## src/tap_pkg.sv

```systemverilog
// constants and types shared by the test access port modules
package tap_pkg;

  // instruction register width and codes
  localparam int IR_W = 4;
  localparam logic [IR_W-1:0] INSN_EXTEST = 4'h0;
  localparam logic [IR_W-1:0] INSN_SAMPLE = 4'h2;
  localparam logic [IR_W-1:0] INSN_HIGHZ = 4'h9;
  localparam logic [IR_W-1:0] INSN_CLAMP = 4'hc;
  localparam logic [IR_W-1:0] INSN_BYPASS = 4'hf;
  // fixed pattern loaded into the instruction shifter in capture-ir
  localparam logic [IR_W-1:0] IR_CAPTURE = 4'h1;

  // boundary register length, cell 0 is shifted out first
  localparam int BSR_LEN = 62;
  localparam int BSR_FIRST_CELL = 0;

  // synchroniser depth for pin inputs
  localparam int SYNC_STAGES = 2;

  // reset values
  localparam logic TDO_RESET = 1'b0;
  localparam logic PIN_SYNC_RESET = 1'b1;

  // controller states, one-hot
  typedef enum logic [15:0] {
    ST_TLR        = 16'h0001,
    ST_RTI        = 16'h0002,
    ST_SEL_DR     = 16'h0004,
    ST_CAPTURE_DR = 16'h0008,
    ST_SHIFT_DR   = 16'h0010,
    ST_EXIT1_DR   = 16'h0020,
    ST_PAUSE_DR   = 16'h0040,
    ST_EXIT2_DR   = 16'h0080,
    ST_UPDATE_DR  = 16'h0100,
    ST_SEL_IR     = 16'h0200,
    ST_CAPTURE_IR = 16'h0400,
    ST_SHIFT_IR   = 16'h0800,
    ST_EXIT1_IR   = 16'h1000,
    ST_PAUSE_IR   = 16'h2000,
    ST_EXIT2_IR   = 16'h4000,
    ST_UPDATE_IR  = 16'h8000
  } tap_state_t;

endpackage

```

## src/tap_if.sv

```systemverilog
// carrier between the controller state machine and the scan datapath
`timescale 1ns/1ps
`default_nettype none

interface tap_if;
  import tap_pkg::*;

  logic tck_rise;
  logic tms;
  logic trst;
  tap_state_t state;

  // state machine side
  modport fsm (
    input tck_rise,
    input tms,
    input trst,
    output state
  );

  // datapath side
  modport core (
    output tck_rise,
    output tms,
    output trst,
    input state
  );
endinterface

`default_nettype wire

```

## src/pin_sync.sv

```systemverilog
// two-stage synchroniser for pins from outside the clock domain
`timescale 1ns/1ps
`default_nettype none

module pin_sync #(
  parameter int WIDTH = 1
) (
  input wire logic ref_clk,
  input wire logic reset,
  input wire logic [WIDTH-1:0] d,
  output logic [WIDTH-1:0] q
);
  import tap_pkg::*;

  logic [WIDTH-1:0] meta_reg;
  logic [WIDTH-1:0] q_reg;

  // first stage feeds only the second stage
  always_ff @(posedge ref_clk) begin
    if (reset) begin
      meta_reg <= {WIDTH{PIN_SYNC_RESET}};
      q_reg <= {WIDTH{PIN_SYNC_RESET}};
    end else begin
      meta_reg <= d;
      q_reg <= meta_reg;
    end
  end

  assign q = q_reg;
endmodule // pin_sync

`default_nettype wire

```

## src/tap_fsm.sv

```systemverilog
// sixteen-state test access port controller
`timescale 1ns/1ps
`default_nettype none

module tap_fsm (
  input wire logic ref_clk,
  input wire logic reset,
  tap_if.fsm bus
);
  import tap_pkg::*;

  tap_state_t state_reg;
  tap_state_t state_next;

  ////////////////////////////////////////////////////////////////
  // next state, chosen by tms at the test clock rising edge
  always_comb begin
    state_next = state_reg;
    if (bus.tck_rise) begin
      case (state_reg)
        ST_TLR:        state_next = bus.tms ? ST_TLR : ST_RTI;
        ST_RTI:        state_next = bus.tms ? ST_SEL_DR : ST_RTI;
        ST_SEL_DR:     state_next = bus.tms ? ST_SEL_IR : ST_CAPTURE_DR;
        ST_CAPTURE_DR: state_next = bus.tms ? ST_EXIT1_DR : ST_SHIFT_DR;
        ST_SHIFT_DR:   state_next = bus.tms ? ST_EXIT1_DR : ST_SHIFT_DR;
        ST_EXIT1_DR:   state_next = bus.tms ? ST_UPDATE_DR : ST_PAUSE_DR;
        ST_PAUSE_DR:   state_next = bus.tms ? ST_EXIT2_DR : ST_PAUSE_DR;
        ST_EXIT2_DR:   state_next = bus.tms ? ST_UPDATE_DR : ST_SHIFT_DR;
        ST_UPDATE_DR:  state_next = bus.tms ? ST_SEL_DR : ST_RTI;
        ST_SEL_IR:     state_next = bus.tms ? ST_TLR : ST_CAPTURE_IR;
        ST_CAPTURE_IR: state_next = bus.tms ? ST_EXIT1_IR : ST_SHIFT_IR;
        ST_SHIFT_IR:   state_next = bus.tms ? ST_EXIT1_IR : ST_SHIFT_IR;
        ST_EXIT1_IR:   state_next = bus.tms ? ST_UPDATE_IR : ST_PAUSE_IR;
        ST_PAUSE_IR:   state_next = bus.tms ? ST_EXIT2_IR : ST_PAUSE_IR;
        ST_EXIT2_IR:   state_next = bus.tms ? ST_UPDATE_IR : ST_SHIFT_IR;
        ST_UPDATE_IR:  state_next = bus.tms ? ST_SEL_DR : ST_RTI;
        default:       state_next = ST_TLR;
      endcase
    end
  end

  // state register, test reset overrides everything
  always_ff @(posedge ref_clk) begin
    if (reset || bus.trst) begin
      state_reg <= ST_TLR;
    end else begin
      state_reg <= state_next;
    end
  end

  assign bus.state = state_reg;
endmodule // tap_fsm

`default_nettype wire

```

## src/boundary_scan_tap.sv

```systemverilog
// test access port with instruction, bypass and boundary scan registers
//
// Overview of operation
// - shift-ir puts the instruction shifter between tdi and tdo
// - test reset pin forces the controller into test-logic-reset
// - tdo is driven only in shift-ir and shift-dr, else floating
// - tdo drive and enable change on the test clock falling edge
// - code 1111 is bypass and is the instruction after power-up
// - bypass puts a one-bit register between tdi and tdo in shift-dr
// - code 0010 samples/preloads the boundary register without disturbing pins
// - boundary register is 62 cells, one per functional pin or control
// - boundary instructions capture pins in capture-dr and shift in shift-dr
// - cell for the output-enable pin is bit 0, first out on tdo
// - code 0000 is extest, boundary register in the serial path
// - extest: a test clock in run-test/idle samples inputs; outputs stay on the update latch
// - extest uses only the test clock; the functional clock is just a cell
// - code 1100 clamps outputs from the boundary register, bypass serial path
// - code 1001 floats all outputs, bypass register in serial path
// - tms and tdi are sampled at the test clock rising edge
// - an undriven tms or tdi reads as logic one
// - five tms-high clocks reach test-logic-reset; core logic untouched by resets
`timescale 1ns/1ps
`default_nettype none

module boundary_scan_tap #(
  parameter int CELLS = tap_pkg::BSR_LEN,
  parameter logic [tap_pkg::BSR_LEN-1:0] OUT_CELL_MASK = {tap_pkg::BSR_LEN{1'b1}}
) (
  input wire logic ref_clk,
  input wire logic reset,
  input wire logic tck,
  input wire logic tms,
  input wire logic tdi,
  input wire logic trst_n,
  output logic tdo_o,
  output logic tdo_oe,
  input wire logic [tap_pkg::BSR_LEN-1:0] core_do,
  input wire logic [tap_pkg::BSR_LEN-1:0] core_oe,
  input wire logic [tap_pkg::BSR_LEN-1:0] pad_di,
  output logic [tap_pkg::BSR_LEN-1:0] pad_do,
  output logic [tap_pkg::BSR_LEN-1:0] pad_oe
);
  import tap_pkg::*;

  ////////////////////////////////////////////////////////////////
  // declarations

  tap_if bus ();

  logic [3:0] tap_pins_s;
  logic [BSR_LEN-1:0] pad_s;
  logic tck_s;
  logic tms_s;
  logic tdi_s;
  logic trst_n_s;
  logic tck_prev_reg;
  logic tck_rise;
  logic tck_fall;

  logic [IR_W-1:0] ir_reg;
  logic [IR_W-1:0] ir_next;
  logic [IR_W-1:0] ir_shift_reg;
  logic [IR_W-1:0] ir_shift_next;
  logic bypass_reg;
  logic bypass_next;
  logic [BSR_LEN-1:0] bsr_reg;
  logic [BSR_LEN-1:0] bsr_next;
  logic [BSR_LEN-1:0] upd_reg;
  logic [BSR_LEN-1:0] upd_next;
  logic tdo_reg;
  logic tdo_next;
  logic tdo_oe_reg;
  logic tdo_oe_next;
  logic [BSR_LEN-1:0] pad_do_reg;
  logic [BSR_LEN-1:0] pad_do_next;
  logic [BSR_LEN-1:0] pad_oe_reg;
  logic [BSR_LEN-1:0] pad_oe_next;

  ////////////////////////////////////////////////////////////////
  // pin synchronisers; pads pull tms and tdi high when left floating

  pin_sync #(
    .WIDTH(4)
  ) u_tap_sync (
    .ref_clk(ref_clk),
    .reset(reset),
    .d({trst_n, ~tck, tms, tdi}),  // tck enters inverted so its reset level is the idle low
    .q(tap_pins_s)
  );

  pin_sync #(
    .WIDTH(BSR_LEN)
  ) u_pad_sync (
    .ref_clk(ref_clk),
    .reset(reset),
    .d(pad_di),
    .q(pad_s)
  );

  // unpack the synchronised test pins; reset value of one matches a float
  assign trst_n_s = tap_pins_s[3];
  assign tck_s = ~tap_pins_s[2];  // low in reset like the idle pin, so no false edge after release
  assign tms_s = tap_pins_s[1];
  assign tdi_s = tap_pins_s[0];

  // previous test clock level for edge detection
  always_ff @(posedge ref_clk) begin
    if (reset) begin
      tck_prev_reg <= 1'b0;
    end else begin
      tck_prev_reg <= tck_s;
    end
  end

  // test clock edges; tms and tdi are used only at the rising one
  assign tck_rise = tck_s & ~tck_prev_reg;
  assign tck_fall = ~tck_s & tck_prev_reg;

  ////////////////////////////////////////////////////////////////
  // controller

  assign bus.tck_rise = tck_rise;
  assign bus.tms = tms_s;
  assign bus.trst = ~trst_n_s;

  tap_fsm u_fsm (
    .ref_clk(ref_clk),
    .reset(reset),
    .bus(bus.fsm)
  );

  ////////////////////////////////////////////////////////////////
  // state and instruction decode

  wire st_tlr = (bus.state == ST_TLR);
  wire st_rti = (bus.state == ST_RTI);
  wire st_cap_dr = (bus.state == ST_CAPTURE_DR);
  wire st_shift_dr = (bus.state == ST_SHIFT_DR);
  wire st_upd_dr = (bus.state == ST_UPDATE_DR);
  wire st_cap_ir = (bus.state == ST_CAPTURE_IR);
  wire st_shift_ir = (bus.state == ST_SHIFT_IR);
  wire st_upd_ir = (bus.state == ST_UPDATE_IR);

  wire is_extest = (ir_reg == INSN_EXTEST);
  wire is_sample = (ir_reg == INSN_SAMPLE);
  wire is_clamp = (ir_reg == INSN_CLAMP);
  wire is_highz = (ir_reg == INSN_HIGHZ);
  // boundary register is in the path only for extest and sample
  wire sel_bsr = is_extest | is_sample;
  // everything else, listed or not, uses the bypass cell
  wire sel_bypass = ~sel_bsr;
  // outputs follow the update latch under extest and clamp
  wire drive_upd = is_extest | is_clamp;

  ////////////////////////////////////////////////////////////////
  // instruction register: shifter plus active latch

  always_comb begin
    ir_shift_next = ir_shift_reg;
    if (tck_rise && st_cap_ir) begin
      ir_shift_next = IR_CAPTURE;
    end else if (tck_rise && st_shift_ir) begin
      ir_shift_next = {tdi_s, ir_shift_reg[IR_W-1:1]};
    end
  end

  // latch on the falling edge in update-ir, back to bypass in reset state
  always_comb begin
    ir_next = ir_reg;
    if (st_tlr) begin
      ir_next = INSN_BYPASS;
    end else if (tck_fall && st_upd_ir) begin
      ir_next = ir_shift_reg;
    end
  end

  always_ff @(posedge ref_clk) begin
    if (reset) begin
      ir_shift_reg <= IR_CAPTURE;
      ir_reg <= INSN_BYPASS;
    end else begin
      ir_shift_reg <= ir_shift_next;
      ir_reg <= ir_next;
    end
  end

  ////////////////////////////////////////////////////////////////
  // bypass cell: zero on capture, one-bit delay on shift

  always_comb begin
    bypass_next = bypass_reg;
    if (tck_rise && sel_bypass && st_cap_dr) begin
      bypass_next = 1'b0;
    end else if (tck_rise && sel_bypass && st_shift_dr) begin
      bypass_next = tdi_s;
    end
  end

  always_ff @(posedge ref_clk) begin
    if (reset) begin
      bypass_reg <= 1'b0;
    end else begin
      bypass_reg <= bypass_next;
    end
  end

  ////////////////////////////////////////////////////////////////
  // boundary register: capture pins, shift toward cell 0

  always_comb begin
    bsr_next = bsr_reg;
    if (tck_rise && sel_bsr && st_cap_dr) begin
      bsr_next = pad_s;
    end else if (tck_rise && is_extest && st_rti) begin
      // functional clock pin is only one more sampled cell here
      bsr_next = pad_s;
    end else if (tck_rise && sel_bsr && st_shift_dr) begin
      bsr_next = {tdi_s, bsr_reg[BSR_LEN-1:1]};
    end
  end

  // update latch, loaded on the falling edge in update-dr
  always_comb begin
    upd_next = upd_reg;
    if (tck_fall && sel_bsr && st_upd_dr) begin
      upd_next = bsr_reg;
    end
  end

  always_ff @(posedge ref_clk) begin
    if (reset) begin
      bsr_reg <= '0;
      upd_reg <= '0;
    end else begin
      bsr_reg <= bsr_next;
      upd_reg <= upd_next;
    end
  end

  ////////////////////////////////////////////////////////////////
  // serial output, retimed on the falling test clock edge

  wire shift_any = st_shift_ir | st_shift_dr;
  wire serial_bit = st_shift_ir ? ir_shift_reg[0] :
                    sel_bsr ? bsr_reg[BSR_FIRST_CELL] : bypass_reg;

  always_comb begin
    tdo_next = tdo_reg;
    tdo_oe_next = tdo_oe_reg;
    if (tck_fall) begin
      tdo_next = shift_any ? serial_bit : TDO_RESET;
      tdo_oe_next = shift_any;
    end
  end

  always_ff @(posedge ref_clk) begin
    if (reset || bus.trst) begin
      tdo_reg <= TDO_RESET;
      tdo_oe_reg <= 1'b0;
    end else begin
      tdo_reg <= tdo_next;
      tdo_oe_reg <= tdo_oe_next;
    end
  end

  ////////////////////////////////////////////////////////////////
  // pad drive: core path, update latch or float, per cell

  genvar c;
  generate
    for (c = 0; c < BSR_LEN; c = c + 1) begin : g_cell
      // core keeps the pins unless a test instruction takes them
      assign pad_do_next[c] = drive_upd ? upd_reg[c] : core_do[c];
      assign pad_oe_next[c] = is_highz ? 1'b0 :
                              drive_upd ? OUT_CELL_MASK[c] : core_oe[c];
    end
  endgenerate

  // pad registers; sample and bypass leave the core path untouched
  always_ff @(posedge ref_clk) begin
    if (reset) begin
      pad_do_reg <= '0;
      pad_oe_reg <= '0;
    end else begin
      pad_do_reg <= pad_do_next;
      pad_oe_reg <= pad_oe_next;
    end
  end

  ////////////////////////////////////////////////////////////////
  // outputs

  assign tdo_o = tdo_reg;
  assign tdo_oe = tdo_oe_reg;
  assign pad_do = pad_do_reg;
  assign pad_oe = pad_oe_reg;

endmodule // boundary_scan_tap

`default_nettype wire

```

## config.mk

```make
export PLATFORM = sky130hd
export DESIGN_NAME = boundary_scan_tap
export DESIGN_NICKNAME = d
export VERILOG_FILES = /design/src/tap_pkg.sv /design/src/tap_if.sv /design/src/pin_sync.sv /design/src/tap_fsm.sv /design/src/boundary_scan_tap.sv
export SDC_FILE = /design/constraint.sdc
export NUM_CORES = 1
export LEC_CHECK = 0
export BUFFER_PORTS_ARGS = -buffer_cell sky130_fd_sc_hd__buf_2
export CAP_MARGIN = 40
export CORE_ASPECT_RATIO = 2
export CORE_UTILIZATION = 55
export DETAILED_ROUTE_END_ITERATION = 8
export PLACE_DENSITY = 0.8
export REMOVE_ABC_BUFFERS = 1
export SLEW_MARGIN = 20
export SYNTH_ARGS = -nofsm -noshare
export SYNTH_HDL_FRONTEND = slang
export SYNTH_SLANG_ARGS = --single-unit
```

## constraint.sdc

```tcl
create_clock -name ref_clk -period 3.7 [get_ports ref_clk]
set_clock_uncertainty 0.1 [all_clocks]
set_input_delay 0.185 -clock ref_clk [delete_from_list [all_inputs] [get_ports ref_clk]]
set_output_delay 0.185 -clock ref_clk [all_outputs]
set_load 0.005 [all_outputs]
```

==> tab_implementation.tex <==
\begin{tabular}{lr}
\hline
Metric & Value \\
\hline
\multicolumn{2}{l}{\textbf{Layout}} \\
\quad Number of antenna diodes & 0 \\
\quad Post-layout util & approximately three quarters \\
\quad Count of non-filler cells in the finished layout & between 2k and 2.5k \\
\quad Fillers & $\sim$1.6k \\
\quad Fraction of layout instances using a drive strength above 1 & between 30\% and 40\% \\
\quad Final Net Count & roughly 2.1k \\
\quad Area overhead of the layout relative to synthesis & 32.3\% \\
\multicolumn{2}{l}{\textbf{Timing}} \\
\quad Count of pins over their slew limit & 0 \\
\quad Number of failing setup endpoints in the final timing report & 0 \\
\quad Unrepaired setup endpoints after global routing & false \\
\quad Maximum clock frequency & between 300 and 400 MHz \\
\quad Fin crit share & between 70\% and 80\% \\
\quad Transition time of the tightest slew-check pin & approximately 900 ps \\
\quad Post-route worst hold slack & around 28 ps \\
\quad Setup slack of the critical path after layout & about 860 ps \\
\quad Final critical path time including I/O delays and setup & about 2800 ps \\
\quad Hold violation count in the final report & 0 \\
\quad Relative slew margins & between 30\% and 40\% \\
\multicolumn{2}{l}{\textbf{Synth}} \\
\quad Fraction of synthesized cell area taken by the top area cell type & between 50 and 60\% \\
\quad Portion of the post-synthesis area used by sequential elements & 57.8\% \\
\quad Async SR Flop Fraction & 0\% \\
\quad Gate Count Post-Synth & 1434 \\
\quad Warnings, synthesis & 0 \\
\quad Number of storage elements in the synthesis netlist & a little over 400 \\
\quad Number of unique standard cell types used by synthesis & 43 \\
\quad Area leader, netlist & sky130\_fd\_sc\_hd\_\_dfxtp\_1 \\
\quad Fraction of the mapped netlist area in compound gates & between 10\% and 20\% \\
\quad Adder-cell share of the synthesized area & 0\% \\
\quad Combinational family with the most area after synthesis & simple AND/OR/NAND/NOR gates \\
\quad Fraction of synthesized area in multiplexers & 4.89\% \\
\quad Most used flip-flop cell after synthesis & sky130\_fd\_sc\_hd\_\_dfxtp\_1 \\
\quad Cell with the most instances after synthesis & sky130\_fd\_sc\_hd\_\_dfxtp\_1 \\
\quad EDFF count, synth & 0 \\
\quad Cell area after technology mapping & 14100 µm² \\
\quad Synth top area cells & sky130\_fd\_sc\_hd\_\_dfxtp\_1 (58\%), sky130\_fd\_sc\_hd\_\_nand2\_1 (7.1\%), sky130\_fd\_sc\_hd\_\_or2\_2 (5.8\%) \\
\quad Simple-gate portion of the synthesized area & 18.8\% \\
\quad Average footprint of a synthesized cell & 9.85 µm² \\
\quad Fraction of synthesized cell area in xor and xnor cells & 0.434\% \\
\quad Synth top cells by count & sky130\_fd\_sc\_hd\_\_dfxtp\_1 (408), sky130\_fd\_sc\_hd\_\_nand2\_1 (268), sky130\_fd\_sc\_hd\_\_a21oi\_1 (141) \\
\multicolumn{2}{l}{\textbf{Floorplanning}} \\
\quad Top-Level Pins & 318 \\
\quad Vertical die dimension & 229 µm \\
\quad Starting density of the core & approximately 56\% \\
\quad Horiz. Die Dim & roughly 120 µm \\
\quad Core Footprint & between 20000 and 30000 µm² \\
\quad Placement row count & around 80 \\
\quad Die area & roughly 26000 µm² \\
\multicolumn{2}{l}{\textbf{Power and ir drop}} \\
\quad Worst vdd rail ir drop & 0.000335 V \\
\quad Total Power & 8.45 mW \\
\quad Power density relative to cell area & 453 nW/µm² \\
\quad Lkg Pwr & roughly 8 nW \\
\multicolumn{2}{l}{\textbf{Setup path}} \\
\quad Terminus of the critical flop-to-flop path & upd\_reg[16] \\
\quad CP arrival & between 3000 and 4000 ps \\
\quad Library cell contributing the largest single delay on the critical path & sky130\_fd\_sc\_hd\_\_and4\_2 \\
\quad Critical Path End Type & flop \\
\quad Critical setup path kind & flop to flop \\
\quad R2r startpoint & u\_fsm.bus.state[4] \\
\quad Delay of the slowest critical-path stage & $\sim$730 ps \\
\quad Cell occurring most often along the worst timing path & sky130\_fd\_sc\_hd\_\_nand2\_1 \\
\quad Critical Path Start Type & flop \\
\quad Worst-path maximum fanout & 32 \\
\quad Path depth of the worst reg2reg path & 7 \\
\quad WP data required & 4090 ps \\
\quad Cells traversed along the worst timing path & nor4\_2 > nand2\_1 > nor2\_1 > and4\_2 > buf\_12 > nand2\_1 > a21oi\_1 \\
\quad Register-to-Register Setup Slack & $\sim$860 ps \\
\multicolumn{2}{l}{\textbf{Hold path}} \\
\quad Worst Hold Depth & 2 \\
\quad Hold WC Path Type & input port to flop \\
\quad Startpoint of the lowest-slack hold path & reset \\
\quad Terminating pin of the worst hold path & upd\_reg[42] \\
\multicolumn{2}{l}{\textbf{Job}} \\
\quad Max\_cap viols & 0 \\
\multicolumn{2}{l}{\textbf{Routing}} \\
\quad Via density & between 5 and 6 \\
\quad Via Count & 11.8k \\
\quad Remaining routing DRC violations & 0 \\
\quad First DRT Iteration DRCs & about 700 \\
\quad Number of detailed-routing iterations run before antenna repair & 5 \\
\quad Average wire per standard cell & about 17 µm \\
\quad Wirelength, routed & roughly 37000 µm \\
\quad Antenna-violating nets left & 0 \\
\multicolumn{2}{l}{\textbf{Clock tree}} \\
\quad Worst-skew pair later-pin latency & $\sim$570 ps \\
\quad Clock Pin Slew Worst Setup and Hold Paths & $\sim$70 ps \\
\quad Count of buffers added by post-CTS timing repair for setup & 0 \\
\quad Clock root buffer & sky130\_fd\_sc\_hd\_\_clkbuf\_16 \\
\quad Number of clock sinks seen by CTS & 408 \\
\quad Clock tree from TritonCTS & yes \\
\quad Clock buffer count from CTS & 31 \\
\quad Maximum root-to-sink buffer count & 3 \\
\quad H-tree depth & 1 \\
\multicolumn{2}{l}{\textbf{GRT}} \\
\quad Largest net degree at the start of global routing & between 150 and 200 \\
\quad Total grt overflow & 0 \\
\quad Initial antenna violation count & 0 \\
\quad Total GRT Usage & between 20\% and 30\% \\
\quad Via count of the first global-routing pass & 11.9k \\
\quad Global-route wire length before repair & approximately 58000 µm \\
\multicolumn{2}{l}{\textbf{Place}} \\
\quad Place WS & 926 ps \\
\quad PortBufs & about 320 \\
\quad Routability congestion estimate from global placement & around 0.90 \\
\quad Cell count after placement & between 1.5k and 2k \\
\quad Final HPWL DP & 20700 µm \\
\multicolumn{2}{l}{\textbf{Status}} \\
\quad Run status & complete, no violations \\
\hline
\end{tabular}
==> worst max path at each step <==
stage	start	to	slack [ps]	cells after the start
after CTS	u_fsm.bus.state[4]	upd_reg[16]	920	7
final	u_fsm.bus.state[4]	upd_reg[16]	860	7
after detailed placement	u_fsm.bus.state[4]	upd_reg[57]	930	7
after global routing	u_fsm.bus.state[4]	upd_reg[54]	670	7
after global placement	u_fsm.bus.state[4]	bsr_reg[18]	1020	5
after floorplan	ir_reg[3]	pad_do[0]	-3540	4
==> where the power goes <==
part           leakage, nW  switching (mW)  internal (mW)
Combinational         4.12           0.234          0.338
Clock                0.494            1.53           1.78
Sequential            3.35          0.0446           4.53
==> cells by family (layout without fill, tap and decap cells) <==
family	count (synthesis)	in the layout
AO/OA/AOI/OAI	284	284
buffers and inverters	112	578
multiplexers	69	69
XOR/XNOR	7	7
AND/OR/NAND/NOR	554	554
flip-flops	408	408
==> cell type report <==
class	instances	area, µm²	area share, %
clock buffers	43	871	4.66
clock inverters	12	118	0.630
inverters	3	11.3	0.0603
multi-input cells	914	5430	29.1
flip-flops and latches	408	8170	43.7
well taps	336	420	2.25
repair buffers	520	3650	19.6
==> worst max-delay path: cells and delay by family, from the launching register on <==
kind | cells | cell delay (ps)
compound gates | 1 | 160
buf+inv | 1 | 280
flops | 1 | 420
simple gates | 5 | 1790
==> cells in the final DEF (no fill, tap or decap), types with 4 or more instances in the layout <==
cell	instances
sky130_fd_sc_hd__dfxtp_1	408
sky130_fd_sc_hd__buf_2	316
sky130_fd_sc_hd__nand2_1	268
sky130_fd_sc_hd__dlygate4sd3_1	190
sky130_fd_sc_hd__a21oi_1	141
sky130_fd_sc_hd__or2_2	132
sky130_fd_sc_hd__nor2_1	90
sky130_fd_sc_hd__mux2i_1	69
sky130_fd_sc_hd__o21a_1	62
sky130_fd_sc_hd__a211oi_2	48
sky130_fd_sc_hd__clkbuf_16	31
sky130_fd_sc_hd__a211oi_1	14
sky130_fd_sc_hd__nor3_1	9
sky130_fd_sc_hd__nand4_1	9
sky130_fd_sc_hd__o21ai_0	9
sky130_fd_sc_hd__buf_4	9
sky130_fd_sc_hd__clkinv_2	8
sky130_fd_sc_hd__clkbuf_1	7
sky130_fd_sc_hd__nand3_1	6
sky130_fd_sc_hd__nand2b_1	5
sky130_fd_sc_hd__nor4_1	5
sky130_fd_sc_hd__clkbuf_8	5
sky130_fd_sc_hd__xor2_1	4
==> layer usage <==
metal	share of wire (%)	GRT usage, %	vias to the layer above
li1	-	-	5654
met1	35	28.6	5499
met2	55	53.3	461
met3	4.9	3.39	140
met4	4.7	14.3	0
met5	0	0	-
==> metrics by stage <==
stage               setup TNS (ps)  area [µm²]
floorplan                  -530970       13600
global placement                 0       15800
detailed placement               0       15800
CTS                              0       18600
global route                     0       18700
finish                           0       18700
==> timing repair <==
item | 4_1_cts | 5_1_grt
hold buffers | 190 | 0
endpoints found under the setup margin | 0 | 0
gates resized for setup | 0 | 0
hold endpoints to repair | 190 | 0
Power figures use the tool's default switching activity.
